$ cat config.mk
export PLATFORM = sky130hd
export DESIGN_NAME = rtc_alarm_control
export DESIGN_NICKNAME = d
export VERILOG_FILES = /design/src/include/rtc_alarm_pkg.sv /design/src/alarm_match.sv /design/src/rtc_alarm_control.sv
export VERILOG_INCLUDE_DIRS = /design/src /design/src/include
export SDC_FILE = /design/constraint.sdc
export NUM_CORES = 1
export LEC_CHECK = 0
export ABC_AREA = 0
export BUFFER_PORTS_ARGS = -buffer_cell sky130_fd_sc_hd__buf_2
export CAP_MARGIN = 20
export CORE_MARGIN = 3
export CORE_UTILIZATION = 44
export CTS_BUF_LIST = sky130_fd_sc_hd__clkbuf_4 sky130_fd_sc_hd__clkbuf_8 sky130_fd_sc_hd__clkbuf_16
export CTS_CLUSTER_SIZE = 12
export DETAILED_ROUTE_END_ITERATION = 8
export PLACE_DENSITY = 0.77
export SYNTH_ARGS = -nofsm -noshare
export SYNTH_HDL_FRONTEND = slang
export SYNTH_SLANG_ARGS = --single-unit
export TNS_END_PERCENT = 100
$ cat constraint.sdc
create_clock -name clk -period 2.61 [get_ports clk]
set_input_delay 0.261 -clock clk [delete_from_list [all_inputs] [get_ports clk]]
set_output_delay 0.261 -clock clk [all_outputs]
set_load 0.02 [all_outputs]
$ cat src/include/rtc_alarm_map.svh
`ifndef RTC_ALARM_MAP_SVH
`define RTC_ALARM_MAP_SVH

// ****************************************
// Register byte addresses
// ****************************************
`define CTRL_ADDR         8'h00
`define IRQ_STATUS_ADDR   8'h04
`define IRQ_MASK_ADDR     8'h08

// ****************************************
// Control register field positions
// ****************************************
`define ALARM_EN_BIT      31
`define REPEAT_WRAP_BIT   30
`define MASK_MSB          27
`define MASK_LSB          24
`define REPEAT_MSB        23
`define REPEAT_LSB        16
`define UNIT_EN_BIT       15
`define WRITE_LOCK_BIT    11
`define OUT_EN_BIT        7
`define OUT_SEL_MSB       6
`define OUT_SEL_LSB       4

// ****************************************
// Interrupt status bits and reset values
// ****************************************
`define IRQ_ALARM_BIT     0
`define IRQ_LAST_BIT      1
`define CTRL_RESET        32'h0000_0000
`define IRQ_RESET         2'h0
`define REPEAT_MAX        8'hff
`define REPEAT_ZERO       8'h00

`endif

$ cat src/include/rtc_alarm_pkg.sv
package rtc_alarm_pkg;

   // Alarm interval codes; 1010 to 1111 are never to be written
   typedef enum logic [3:0]
   {
      every_half_second = 4'h0,
      every_second      = 4'h1,
      every_ten_seconds = 4'h2,
      every_minute      = 4'h3,
      every_ten_minutes = 4'h4,
      every_hour        = 4'h5,
      every_day         = 4'h6,
      every_week        = 4'h7,
      every_month       = 4'h8,
      every_year        = 4'h9
   } interval_type;

   // Signals that may be routed to the clock output pin
   typedef enum logic [2:0]
   {
      out_alarm_pulse = 3'h0,
      out_seconds     = 3'h1,
      out_half_tick   = 3'h2
   } out_select_type;

endpackage

$ cat src/alarm_match.sv
// ****************************************
// Alarm compare, one level per interval
// ****************************************
module alarm_match
   import rtc_alarm_pkg::*;
(
   input  wire logic [3:0] interval_code,
   input  wire logic       cur_half,
   input  wire logic [3:0] cur_sec_ones,
   input  wire logic [2:0] cur_sec_tens,
   input  wire logic [3:0] cur_min_ones,
   input  wire logic [2:0] cur_min_tens,
   input  wire logic [5:0] cur_hour,
   input  wire logic [2:0] cur_weekday,
   input  wire logic [5:0] cur_day,
   input  wire logic [4:0] cur_month,
   input  wire logic       alm_half,
   input  wire logic [3:0] alm_sec_ones,
   input  wire logic [2:0] alm_sec_tens,
   input  wire logic [3:0] alm_min_ones,
   input  wire logic [2:0] alm_min_tens,
   input  wire logic [5:0] alm_hour,
   input  wire logic [2:0] alm_weekday,
   input  wire logic [5:0] alm_day,
   input  wire logic [4:0] alm_month,
   output wire logic       match
);

   wire logic        lvl1;
   wire logic        lvl2;
   wire logic        lvl3;
   wire logic        lvl4;
   wire logic        lvl5;
   wire logic        lvl6;
   wire logic        lvl7;
   wire logic        lvl8;
   wire logic        lvl9;
   wire logic [15:0] level_table;

   // short intervals widen the compare field by field
   assign lvl1 = cur_half == alm_half;
   assign lvl2 = lvl1 && cur_sec_ones == alm_sec_ones;
   assign lvl3 = lvl2 && cur_sec_tens == alm_sec_tens;
   assign lvl4 = lvl3 && cur_min_ones == alm_min_ones;
   assign lvl5 = lvl4 && cur_min_tens == alm_min_tens;
   assign lvl6 = lvl5 && cur_hour == alm_hour;
   // day, week, month and year compares
   assign lvl7 = lvl6 && cur_weekday == alm_weekday;
   assign lvl8 = lvl6 && cur_day == alm_day;
   // A 29 February alarm only meets a matching date in leap years
   assign lvl9 = lvl8 && cur_month == alm_month;

   // Reserved codes never match
   assign level_table = {6'h00, lvl9, lvl8, lvl7, lvl6, lvl5, lvl4, lvl3, lvl2, lvl1, 1'b1};
   assign match       = level_table[interval_code];

endmodule // alarm_match

$ cat src/rtc_alarm_control.sv
`include "rtc_alarm_map.svh"

module rtc_alarm_control
   import rtc_alarm_pkg::*;
(
   input  wire logic        clk,
   input  wire logic        sys_rst,
   input  wire logic [7:0]  reg_addr,
   input  wire logic [31:0] reg_wdata,
   input  wire logic        reg_write,
   input  wire logic        reg_read,
   output      logic [31:0] reg_rdata,
   input  wire logic        sys_unlocked,
   input  wire logic        half_tick,
   input  wire logic        cur_half,
   input  wire logic [3:0]  cur_sec_ones,
   input  wire logic [2:0]  cur_sec_tens,
   input  wire logic [3:0]  cur_min_ones,
   input  wire logic [2:0]  cur_min_tens,
   input  wire logic [5:0]  cur_hour,
   input  wire logic [2:0]  cur_weekday,
   input  wire logic [5:0]  cur_day,
   input  wire logic [4:0]  cur_month,
   input  wire logic        alm_half,
   input  wire logic [3:0]  alm_sec_ones,
   input  wire logic [2:0]  alm_sec_tens,
   input  wire logic [3:0]  alm_min_ones,
   input  wire logic [2:0]  alm_min_tens,
   input  wire logic [5:0]  alm_hour,
   input  wire logic [2:0]  alm_weekday,
   input  wire logic [5:0]  alm_day,
   input  wire logic [4:0]  alm_month,
   output      logic        unit_run,
   output      logic        alarm_pulse,
   output      logic        clock_out,
   output      logic        clock_out_oe,
   output      logic        irq
);

   // ****************************************
   // Control and status state
   // ****************************************
   logic        alarm_enable_reg;
   logic        repeat_wrap_reg;
   logic [3:0]  alarm_interval_mask_reg;
   logic [7:0]  alarm_repeat_count_reg;
   logic        unit_enable_reg;
   logic        time_write_lock_reg;
   logic        clock_output_enable_reg;
   logic [2:0]  clock_output_select_reg;
   logic [1:0]  irq_status_reg;
   logic [1:0]  irq_mask_reg;

   logic        alarm_enable_next;
   logic [7:0]  alarm_repeat_count_next;
   logic        time_write_lock_next;
   logic [1:0]  irq_status_next;
   logic [1:0]  irq_mask_next;

   wire logic        ctrl_write;
   wire logic        status_write;
   wire logic        mask_write;
   wire logic        match;
   wire logic        alarm_event;
   wire logic        last_event;
   wire logic [7:0]  repeat_after_event;
   wire logic [1:0]  event_bits;
   wire logic [31:0] ctrl_view;
   wire logic [31:0] read_mux;
   wire logic [7:0]  out_sources;

   // ****************************************
   // Register decode
   // ****************************************
   assign ctrl_write   = reg_write && reg_addr == `CTRL_ADDR;
   assign status_write = reg_write && reg_addr == `IRQ_STATUS_ADDR;
   assign mask_write   = reg_write && reg_addr == `IRQ_MASK_ADDR;

   alarm_match u_match
   (
      .interval_code (alarm_interval_mask_reg),
      .cur_half      (cur_half),
      .cur_sec_ones  (cur_sec_ones),
      .cur_sec_tens  (cur_sec_tens),
      .cur_min_ones  (cur_min_ones),
      .cur_min_tens  (cur_min_tens),
      .cur_hour      (cur_hour),
      .cur_weekday   (cur_weekday),
      .cur_day       (cur_day),
      .cur_month     (cur_month),
      .alm_half      (alm_half),
      .alm_sec_ones  (alm_sec_ones),
      .alm_sec_tens  (alm_sec_tens),
      .alm_min_ones  (alm_min_ones),
      .alm_min_tens  (alm_min_tens),
      .alm_hour      (alm_hour),
      .alm_weekday   (alm_weekday),
      .alm_day       (alm_day),
      .alm_month     (alm_month),
      .match         (match)
   );

   // ****************************************
   // Alarm event and repeat count
   // ****************************************
   // compare only on the half-second step of a running unit
   assign alarm_event = unit_enable_reg && alarm_enable_reg && half_tick && match;
   // the alarm with no repeats left and wrap off is the last one
   assign last_event  = alarm_event && alarm_repeat_count_reg == `REPEAT_ZERO && !repeat_wrap_reg;

   // wrap from 00 to ff when allowed
   assign repeat_after_event = (alarm_repeat_count_reg != `REPEAT_ZERO) ? alarm_repeat_count_reg - 8'h01 :
                               repeat_wrap_reg ? `REPEAT_MAX : `REPEAT_ZERO;

   // A software write in the same cycle as an event takes precedence over the count step
   always_comb
   begin
      alarm_repeat_count_next = alarm_repeat_count_reg;
      alarm_enable_next       = alarm_enable_reg;
      if (ctrl_write)
      begin
         alarm_repeat_count_next = reg_wdata[`REPEAT_MSB:`REPEAT_LSB];
         alarm_enable_next       = reg_wdata[`ALARM_EN_BIT];
      end
      else if (alarm_event)
      begin
         alarm_repeat_count_next = repeat_after_event;
         // N repeats used up: the alarm switches itself off
         if (last_event)
            alarm_enable_next = 1'b0;
      end
   end

   // lock may always be set, cleared only after the unlock
   always_comb
   begin
      time_write_lock_next = time_write_lock_reg;
      if (ctrl_write)
      begin
         if (reg_wdata[`WRITE_LOCK_BIT])
            time_write_lock_next = 1'b1;
         else if (sys_unlocked)
            time_write_lock_next = 1'b0;
      end
   end

   // ****************************************
   // Interrupt status and mask
   // ****************************************
   assign event_bits = {last_event, alarm_event};

   // New events win over a write-one-to-clear in the same cycle
   always_comb
   begin
      irq_status_next = irq_status_reg;
      if (status_write)
         irq_status_next = irq_status_reg & ~reg_wdata[1:0];
      irq_status_next = irq_status_next | event_bits;
      irq_mask_next   = mask_write ? reg_wdata[1:0] : irq_mask_reg;
   end

   // ****************************************
   // Control register flops
   // ****************************************
   always_ff @(posedge clk)
   begin
      // all control fields clear on reset
      if (sys_rst)
      begin
         alarm_enable_reg        <= 1'b0;
         repeat_wrap_reg         <= 1'b0;
         alarm_interval_mask_reg <= 4'h0;
         alarm_repeat_count_reg  <= `REPEAT_ZERO;
         unit_enable_reg         <= 1'b0;
         time_write_lock_reg     <= 1'b0;
         clock_output_enable_reg <= 1'b0;
         clock_output_select_reg <= 3'h0;
      end
      else
      begin
         alarm_enable_reg       <= alarm_enable_next;
         alarm_repeat_count_reg <= alarm_repeat_count_next;
         time_write_lock_reg    <= time_write_lock_next;
         if (ctrl_write)
         begin
            // fields taken at their bit positions
            repeat_wrap_reg         <= reg_wdata[`REPEAT_WRAP_BIT];
            alarm_interval_mask_reg <= reg_wdata[`MASK_MSB:`MASK_LSB];
            unit_enable_reg         <= reg_wdata[`UNIT_EN_BIT];
            clock_output_enable_reg <= reg_wdata[`OUT_EN_BIT];
            clock_output_select_reg <= reg_wdata[`OUT_SEL_MSB:`OUT_SEL_LSB];
         end
      end
   end

   // ****************************************
   // Read path
   // ****************************************
   // unimplemented bits stay zero in the view
   assign ctrl_view = {alarm_enable_reg, repeat_wrap_reg, 2'b00, alarm_interval_mask_reg,
                       alarm_repeat_count_reg, unit_enable_reg, 3'b000, time_write_lock_reg,
                       3'b000, clock_output_enable_reg, clock_output_select_reg, 4'h0};

   assign read_mux = (reg_addr == `CTRL_ADDR)       ? ctrl_view :
                     (reg_addr == `IRQ_STATUS_ADDR) ? {30'h0, irq_status_reg} :
                     (reg_addr == `IRQ_MASK_ADDR)   ? {30'h0, irq_mask_reg} : 32'h0;

   // pin sources; unused selections show low
   assign out_sources = {5'h00, half_tick, cur_half, alarm_event};

   // ****************************************
   // Interrupt status, mask and output flops
   // ****************************************
   always_ff @(posedge clk)
   begin
      if (sys_rst)
      begin
         reg_rdata      <= `CTRL_RESET;
         irq_status_reg <= `IRQ_RESET;
         irq_mask_reg   <= `IRQ_RESET;
         irq            <= 1'b0;
         unit_run       <= 1'b0;
         alarm_pulse    <= 1'b0;
         clock_out      <= 1'b0;
         clock_out_oe   <= 1'b0;
      end
      else
      begin
         reg_rdata      <= reg_read ? read_mux : 32'h0;
         irq_status_reg <= irq_status_next;
         irq_mask_reg   <= irq_mask_next;
         irq            <= |(irq_status_next & irq_mask_next);
         // the counters run only while enabled
         unit_run       <= ctrl_write ? reg_wdata[`UNIT_EN_BIT] : unit_enable_reg;
         alarm_pulse    <= alarm_event;
         // pin driven only while the output enable is set
         clock_out      <= clock_output_enable_reg && out_sources[clock_output_select_reg];
         clock_out_oe   <= clock_output_enable_reg;
      end
   end

   // ****************************************
   // Assertions
   // ****************************************
   property p_alarm_gate;
      @(posedge clk) disable iff (sys_rst)
      alarm_pulse |-> $past(alarm_enable_reg) && $past(unit_enable_reg) && $past(half_tick);
   endproperty
   a_alarm_gate: assert property (p_alarm_gate) else $error("alarm without enable");

   property p_wrap;
      @(posedge clk) disable iff (sys_rst)
      alarm_event && !ctrl_write && repeat_wrap_reg && alarm_repeat_count_reg == 8'h00
      |=> alarm_repeat_count_reg == 8'hff && alarm_enable_reg;
   endproperty
   a_wrap: assert property (p_wrap) else $error("repeat count did not wrap");

   property p_hold_zero;
      @(posedge clk) disable iff (sys_rst)
      alarm_event && !ctrl_write && !repeat_wrap_reg && alarm_repeat_count_reg == 8'h00
      |=> alarm_repeat_count_reg == 8'h00 && !alarm_enable_reg;
   endproperty
   a_hold_zero: assert property (p_hold_zero) else $error("repeat count left zero");

   property p_decrement;
      @(posedge clk) disable iff (sys_rst)
      alarm_event && !ctrl_write && alarm_repeat_count_reg != 8'h00
      |=> alarm_repeat_count_reg == $past(alarm_repeat_count_reg) - 8'h01;
   endproperty
   a_decrement: assert property (p_decrement) else $error("repeat count not decremented");

   property p_count_stable;
      @(posedge clk) disable iff (sys_rst)
      !alarm_event && !ctrl_write |=> $stable(alarm_repeat_count_reg);
   endproperty
   a_count_stable: assert property (p_count_stable) else $error("repeat count moved without event");

   property p_half_second;
      @(posedge clk) disable iff (sys_rst)
      unit_enable_reg && alarm_enable_reg && half_tick && alarm_interval_mask_reg == 4'h0 |=> alarm_pulse;
   endproperty
   a_half_second: assert property (p_half_second) else $error("half second alarm missed");

   property p_year;
      @(posedge clk) disable iff (sys_rst)
      alarm_event && alarm_interval_mask_reg == 4'h9 |-> cur_day == alm_day && cur_month == alm_month;
   endproperty
   a_year: assert property (p_year) else $error("yearly alarm on wrong date");

   property p_unit_run;
      @(posedge clk) disable iff (sys_rst)
      ctrl_write |=> unit_run == $past(reg_wdata[15]) ##1 unit_run == unit_enable_reg;
   endproperty
   a_unit_run: assert property (p_unit_run) else $error("unit run does not follow enable");

   property p_lock_hold;
      @(posedge clk) disable iff (sys_rst)
      time_write_lock_reg && !sys_unlocked |=> time_write_lock_reg;
   endproperty
   a_lock_hold: assert property (p_lock_hold) else $error("write lock cleared while locked");

   property p_read_zero;
      @(posedge clk) disable iff (sys_rst)
      reg_read && reg_addr == 8'h00 |=> reg_rdata[29:28] == 2'b00 && reg_rdata[14:12] == 3'b000
                                        && reg_rdata[3:0] == 4'h0;
   endproperty
   a_read_zero: assert property (p_read_zero) else $error("unimplemented bits read nonzero");

   property p_pin_off;
      @(posedge clk) disable iff (sys_rst)
      !clock_out_oe |-> !clock_out;
   endproperty
   a_pin_off: assert property (p_pin_off) else $error("clock pin high while disabled");

endmodule // rtc_alarm_control

==> impl_metrics.ini, run 1 <==
[worst_setup_path]
worstPathMaxFanout = 11
crit_arrival_ns = 2.34
endpoint = alarm_repeat_count_reg[4]
reg2reg_setup_slack_ns = 0.46
worst_r2r_endpoint = alarm_repeat_count_reg[4]
worst_r2r_path_depth = 6
worst-endpoint-required_ns = 2.80
worstSetupEndpointType = flip-flop
crit_start = alarm_interval_mask_reg[1]
kind_of_launch_point_of_the_worst_setup_path = flip-flop
critical_path_class = flip-flop to flip-flop
worstReg2RegStart = alarm_interval_mask_reg[1]

[job]
cap_violations = 0

[place]
io_buffers = 132
post-dp-hpwl_mm = 5.40
rd_place_congestion = 0.874

[clocking]
cts_root_buf = sky130_fd_sc_hd__clkbuf_8
clkSlewWorstSetupHoldPaths_ns = 0.08
cts_hold_repair.buffers = 0
post-cts-setup-buffers = 0
cts_resized = 0
clock_tree_from_tritoncts = done
max-clock-path-buffers = 2
clkLatencyLatePin_ns = 0.30
cts.sinks = 50
htree_levels = 2
cts_inserted_buffers = 5

[cells_and_area]
drive_above_1_share_pct = 36.5
finish.net_count = 544
areaGrowthSynthToFinish_pct = 30.4
diode_count = 0
number_of_flip_flops_under_the_largest_register_name = 22
most_frequent_cells_in_the_layout = 132 x sky130_fd_sc_hd__buf_2, 50 x sky130_fd_sc_hd__dfxtp_1, 32 x sky130_fd_sc_hd__nand2_1
layout_commonest_cell = sky130_fd_sc_hd__buf_2

[global_routing]
grt.overflow.total = 0
grt_pass1_vias = 2348
overall_routing_resource_usage_pct = 20.2
pin_count_of_the_biggest_net_entering_global_routing = 24
antenna_found_initial = 0
grt_first_pass_wirelength_mm = 10.7

[logic_synthesis]
primary_ff_master_synth = sky130_fd_sc_hd__dfxtp_1
synth_warnings = 0
syn-instance-count = 294
yosys_reg_bits = 50
synth_edf_count = 0
synthArstFlopShare_pct = 0
synth.lib_cells_used.distinct = 51
syn_avg_cell_area_um2 = 8.77
synth.cell_area_mm2 = 0.00258
yosysSeqAreaShare_pct = 38.8

[routing]
number_of_nets_with_antenna_violations_after_routing = 0
post_drt_wl_per_cell_um = 13.5
vias = 2532
detail_route.wirelength_mm = 6.72
drtIter0Drc = 159
drc = 0
firstDrtPassIters = 4
via_density_per_instance = 5.07

[status]
outcome = finished clean

[pwr]
power_density_mw_per_mm2 = 424
p_leak_uw = 0.00150
irDropWorstVdd_v = 0.000301

[sta]
finClkSkew_ns = 0.0112
max_slew_violation_count = 0
clock.fmax_mhz = 465
finalHoldViolCount = 0
hold_slack_ns = 0.165
setup_viol_count_final = 0
setup-tns-final_ns = 0
clock_period_minus_final_worst_setup_slack_ns = 2.15
final.period_utilization_pct = 82.4
rsz0062_at_grt = false
tightestPinTransition_ns = 0.669
worst_slew_margin_rel_pct = 55.3

[floorplan]
i_o_pin_cnt = 153
dieArea_mm2 = 0.00682
num_rows = 27
design.core.area_mm2 = 0.00557
die-width_um = 82.6
dieHeight_um = 82.6
initial_core_utilization_pct = 46.3

[hold_path]
min_path_type = input port to flip-flop
## routing by layer
layer  track usage [%]  up-vias  wire length (µm)
li1                  -     1280                 -
met1              24.3     1160              2690
met2              35.3       84              3420
met3              4.23        8               501
met4              7.35        0               111
met5                 0        -                 0
## synthesized netlist by cell type, drive strengths merged (4+ instances only)
cell | count | area [µm²]
dfxtp | 50 | 1000
nand2 | 32 | 120
xor2 | 20 | 175
a21oi | 19 | 95.1
and2 | 17 | 106
nor2 | 17 | 66.3
xnor2 | 16 | 140
buf | 15 | 121
o21ai | 12 | 60.1
nand3 | 10 | 50.1
nor3 | 9 | 50.1
nand4 | 7 | 43.8
a31oi | 6 | 37.5
clkbuf | 6 | 26.3
inv | 6 | 22.5
nor4 | 6 | 52.6
o211ai | 5 | 51.3
o31ai | 5 | 37.5
a22oi | 4 | 30.0
## cell type report
class,count,area [µm²]
Inverter,6,22.5
Clock buffer,7,96.3
Fill cell,529,2210
Tap cell,72,90.1
Multi-Input combinational cell,226,1450
Clock inverter,1,8.76
Sequential cell,50,1000
Timing Repair Buffer,137,698
## power breakdown
group	leakage (µW)	total [µW]	switching [µW]	internal, µW
clock network	0.0000544	487	244	243
logic	0.00104	176	85.0	91.1
registers	0.000402	763	0.547	762
## logic make-up (layout without fill, tap and decap cells)
family	count (synthesis)	after routing	synth area share, %
flops	50	50	38.8
mux	2	2	0.776
simple gates	114	114	23.7
compound gates	62	62	16.8
fa+ha+maj	2	2	0.970
other cells	1	10	0.145
xor+xnor	36	36	12.2
buf+inv	27	151	6.60
## metrics by stage
step / util, % / instance area, µm² / setup slack (ns) / total power [µW] / instances
after global routing: 60.3 / 3360 / 0.240 / 1490 / 499
after detailed placement: 58.5 / 3260 / 0.330 / 957 / 491
after floorplan: - / 2610 / 0.629 / 870 / 303
after global placement: 58.5 / 3260 / 0.362 / 951 / 491
final: 60.3 / 3360 / 0.459 / 1430 / 499
after CTS: 60.3 / 3360 / 0.479 / 1440 / 499
## critical path, stage by stage (launching register included)
cell                        delay [ns]
sky130_fd_sc_hd__dfxtp_1          0.53
sky130_fd_sc_hd__o21ai_0          0.19
sky130_fd_sc_hd__a21oi_1          0.26
sky130_fd_sc_hd__a2111oi_4        0.10
sky130_fd_sc_hd__a211o_2          0.45
sky130_fd_sc_hd__a31o_2           0.27
sky130_fd_sc_hd__a32o_1           0.25
## how the worst min path moves through the flow
stage                                      to                    start  cells after the start
finish              alarm_repeat_count_reg[2]            reg_wdata[18]                      3
floorplan                        clock_out_oe                  sys_rst                      1
global placement                reg_rdata[11]      time_write_lock_reg                      1
global route        alarm_repeat_count_reg[4]            reg_wdata[20]                      2
detailed placement    clock_output_enable_reg  clock_output_enable_reg                      2
CTS                 alarm_repeat_count_reg[2]            reg_wdata[18]                      3
Note: power is estimated with default switching activity, not from simulation.
==> inputs of run 2 (changes only) <==
--- a/config.mk
+++ b/config.mk
@@ -10,11 +10,11 @@
 export BUFFER_PORTS_ARGS = -buffer_cell sky130_fd_sc_hd__buf_2
 export CAP_MARGIN = 20
 export CORE_MARGIN = 3
-export CORE_UTILIZATION = 44
+export CORE_UTILIZATION = 39
 export CTS_BUF_LIST = sky130_fd_sc_hd__clkbuf_4 sky130_fd_sc_hd__clkbuf_8 sky130_fd_sc_hd__clkbuf_16
 export CTS_CLUSTER_SIZE = 12
 export DETAILED_ROUTE_END_ITERATION = 8
-export PLACE_DENSITY = 0.77
+export PLACE_DENSITY = 0.72
 export SYNTH_ARGS = -nofsm -noshare
 export SYNTH_HDL_FRONTEND = slang
 export SYNTH_SLANG_ARGS = --single-unit
==> constraint.sdc (replaced) <==
create_clock -name clk -period 1.9 [get_ports clk]
set_input_delay 0.19 -clock clk [delete_from_list [all_inputs] [get_ports clk]]
set_output_delay 0.19 -clock clk [all_outputs]
set_load 0.02 [all_outputs]
==> run 2 against run 1 <==
The flow now finishes with violations (negative setup slack). Routed wire length rose by 7.2%. Largest power group unchanged. Critical endpoint unchanged. Clock-buffer cell count did not move. Power rose by 45%. Critical path type unchanged. Die area rose by 12%. Hold slack got worse by 0.072 ns.
==> impl_metrics.ini, run 2 (synthesized netlist as in run 1, its figures left out) <==
[cells_and_area]
multiInputGateArea_mm2 = 0.00151
sequential_cell_area_mm2 = 0.00101
diode_count = 0
areaGrowthSynthToFinish_pct = 39.8
number_of_flip_flops_under_the_largest_register_name = 22
finish.net_count = 565
most_frequent_cells_in_the_layout = 132 x sky130_fd_sc_hd__buf_2, 48 x sky130_fd_sc_hd__dfxtp_1, 32 x sky130_fd_sc_hd__nand2_1
fillerInstances = 575
drive_above_1_share_pct = 41.1
final_util_pct = 58.5
layout_commonest_cell = sky130_fd_sc_hd__buf_2
stdcell_area_mm2 = 0.00360

[place]
dpl_cell_area_mm2 = 0.00340
io_buffers = 132
post-dp-hpwl_mm = 5.85
rd_place_congestion = 0.873

[clocking]
cts_inserted_buffers = 5
clock_tree_from_tritoncts = done
htree_levels = 2
cts_hold_repair.buffers = 0
clkSlewWorstSetupHoldPaths_ns = 0.09
clkLatencyLatePin_ns = 0.30
cts_root_buf = sky130_fd_sc_hd__clkbuf_8
max-clock-path-buffers = 2
cts.sinks = 50

[floorplan]
num_rows = 28
i_o_pin_cnt = 153
die-width_um = 87.3
dieArea_mm2 = 0.00762
design.core.area_mm2 = 0.00617
initial_core_utilization_pct = 41.8
dieHeight_um = 87.3

[global_routing]
overall_routing_resource_usage_pct = 18.4
pin_count_of_the_biggest_net_entering_global_routing = 18
grt.overflow.total = 0
antenna_found_initial = 0
grt_first_pass_wirelength_mm = 11.1
grt_pass1_vias = 2445

[worst_setup_path]
crit_arrival_ns = 2.15
worst-endpoint-required_ns = 2.10
crit_start = alarm_interval_mask_reg[1]
kind_of_launch_point_of_the_worst_setup_path = flip-flop
worstReg2RegStart = alarm_interval_mask_reg[1]
worstSetupEndpointType = flip-flop
worstPathMaxFanout = 8
critical_path_class = flip-flop to flip-flop

[routing]
post_drt_wl_per_cell_um = 13.8
via_density_per_instance = 4.93
detail_route.wirelength_mm = 7.21
drtIter0Drc = 103
top_routing_layer_used = met4
dr_wl_met3_um = 504
drc = 0
vias = 2581
met2WireLength_mm = 3.49
firstDrtPassIters = 5
met1_length_mm = 3.15
number_of_nets_with_antenna_violations_after_routing = 0

[sta]
max_slew_violation_count = 0
finalHoldViolCount = 0
final.period_utilization_pct = 103
finClkSkew_ns = 0.00898
hold_slack_ns = 0.0936
rsz0062_at_grt = true
worst_slack_ns = -0.0485
clock.fmax_mhz = 513
clock_period_minus_final_worst_setup_slack_ns = 1.95
setup_viol_count_final = 5

[job]
cap_violations = 0

[status]
outcome = complete, but fails checks
violated_checks = negative setup slack

[pwr]
power_density_mw_per_mm2 = 572
irDropWorstVdd_v = 0.000421
p_leak_uw = 0.00162

[hold_path]
hp-start = reg_wdata[18]
min_path_type = input port to flip-flop
-- run 2: changes by cell type in the layout (fill, tap and decap cells not counted), sizes merged --
cell	delta
bufinv	+1
clkinv	-1
buf	+21
-- run 2: what timing repair did --
item                       CTS  global route
setup buffers                1             1
setup endpoints to repair    8            11
pin swaps                    2            16
resized for setup            2            14
-- run 2: worst max-delay path, cell delays in order (launching register included) --
cell                       delay (ns)
sky130_fd_sc_hd__dfxtp_4         0.37
sky130_fd_sc_hd__buf_4           0.13
sky130_fd_sc_hd__nand4_1         0.07
sky130_fd_sc_hd__o211ai_1        0.10
sky130_fd_sc_hd__and4bb_2        0.27
sky130_fd_sc_hd__a211o_4         0.41
sky130_fd_sc_hd__a31o_2          0.25
sky130_fd_sc_hd__a32o_1          0.24
-- run 2: path summary, 6_finish.rpt --
check | slack [ns] | end | cells past startpoint
worst max-delay path | -0.05 | alarm_repeat_count_reg[4] | 7
worst min register to register | 0.46 | clock_output_enable_reg | 2
worst min-delay path | 0.09 | alarm_repeat_count_reg[2] | 3
worst max register to register | -0.05 | alarm_repeat_count_reg[4] | 7
-- run 2: routing by layer --
layer	GRT usage [%]	up-vias
met5	0	-
met4	4.04	0
met3	4.45	6
met2	30.5	82
met1	24.1	1176
li1	-	1317
-- run 2: power by group --
| group | internal, µW | switching [µW] | total, µW |
|---|---|---|---|
| sequential | 1050 | 0.584 | 1050 |
| combinational | 131 | 122 | 253 |
| clock | 423 | 339 | 762 |
-- run 2: area by class of cell --
cell class | instances | area share, %
multi-input combinational | 226 | 41.8
sequential | 50 | 27.9
timing repair buffer | 158 | 23.9
tap | 75 | 2.60
clock buffer | 7 | 2.33
clock inverter | 1 | 0.833
inverter | 6 | 0.625
-- run 2: per-stage QoR --
step	TNS [ns]	setup WS (ns)	std cells	power, µW
6_report	-0.144	-0.0485	523	2060
5_1_grt	-1.11	-0.152	523	2140
4_1_cts	-0.00518	-0.00296	522	2070
3_5_place_dp	-2.54	-0.242	513	1320
3_3_place_gp	-1.57	-0.187	513	1310
2_1_floorplan	0	0.0119	303	1200
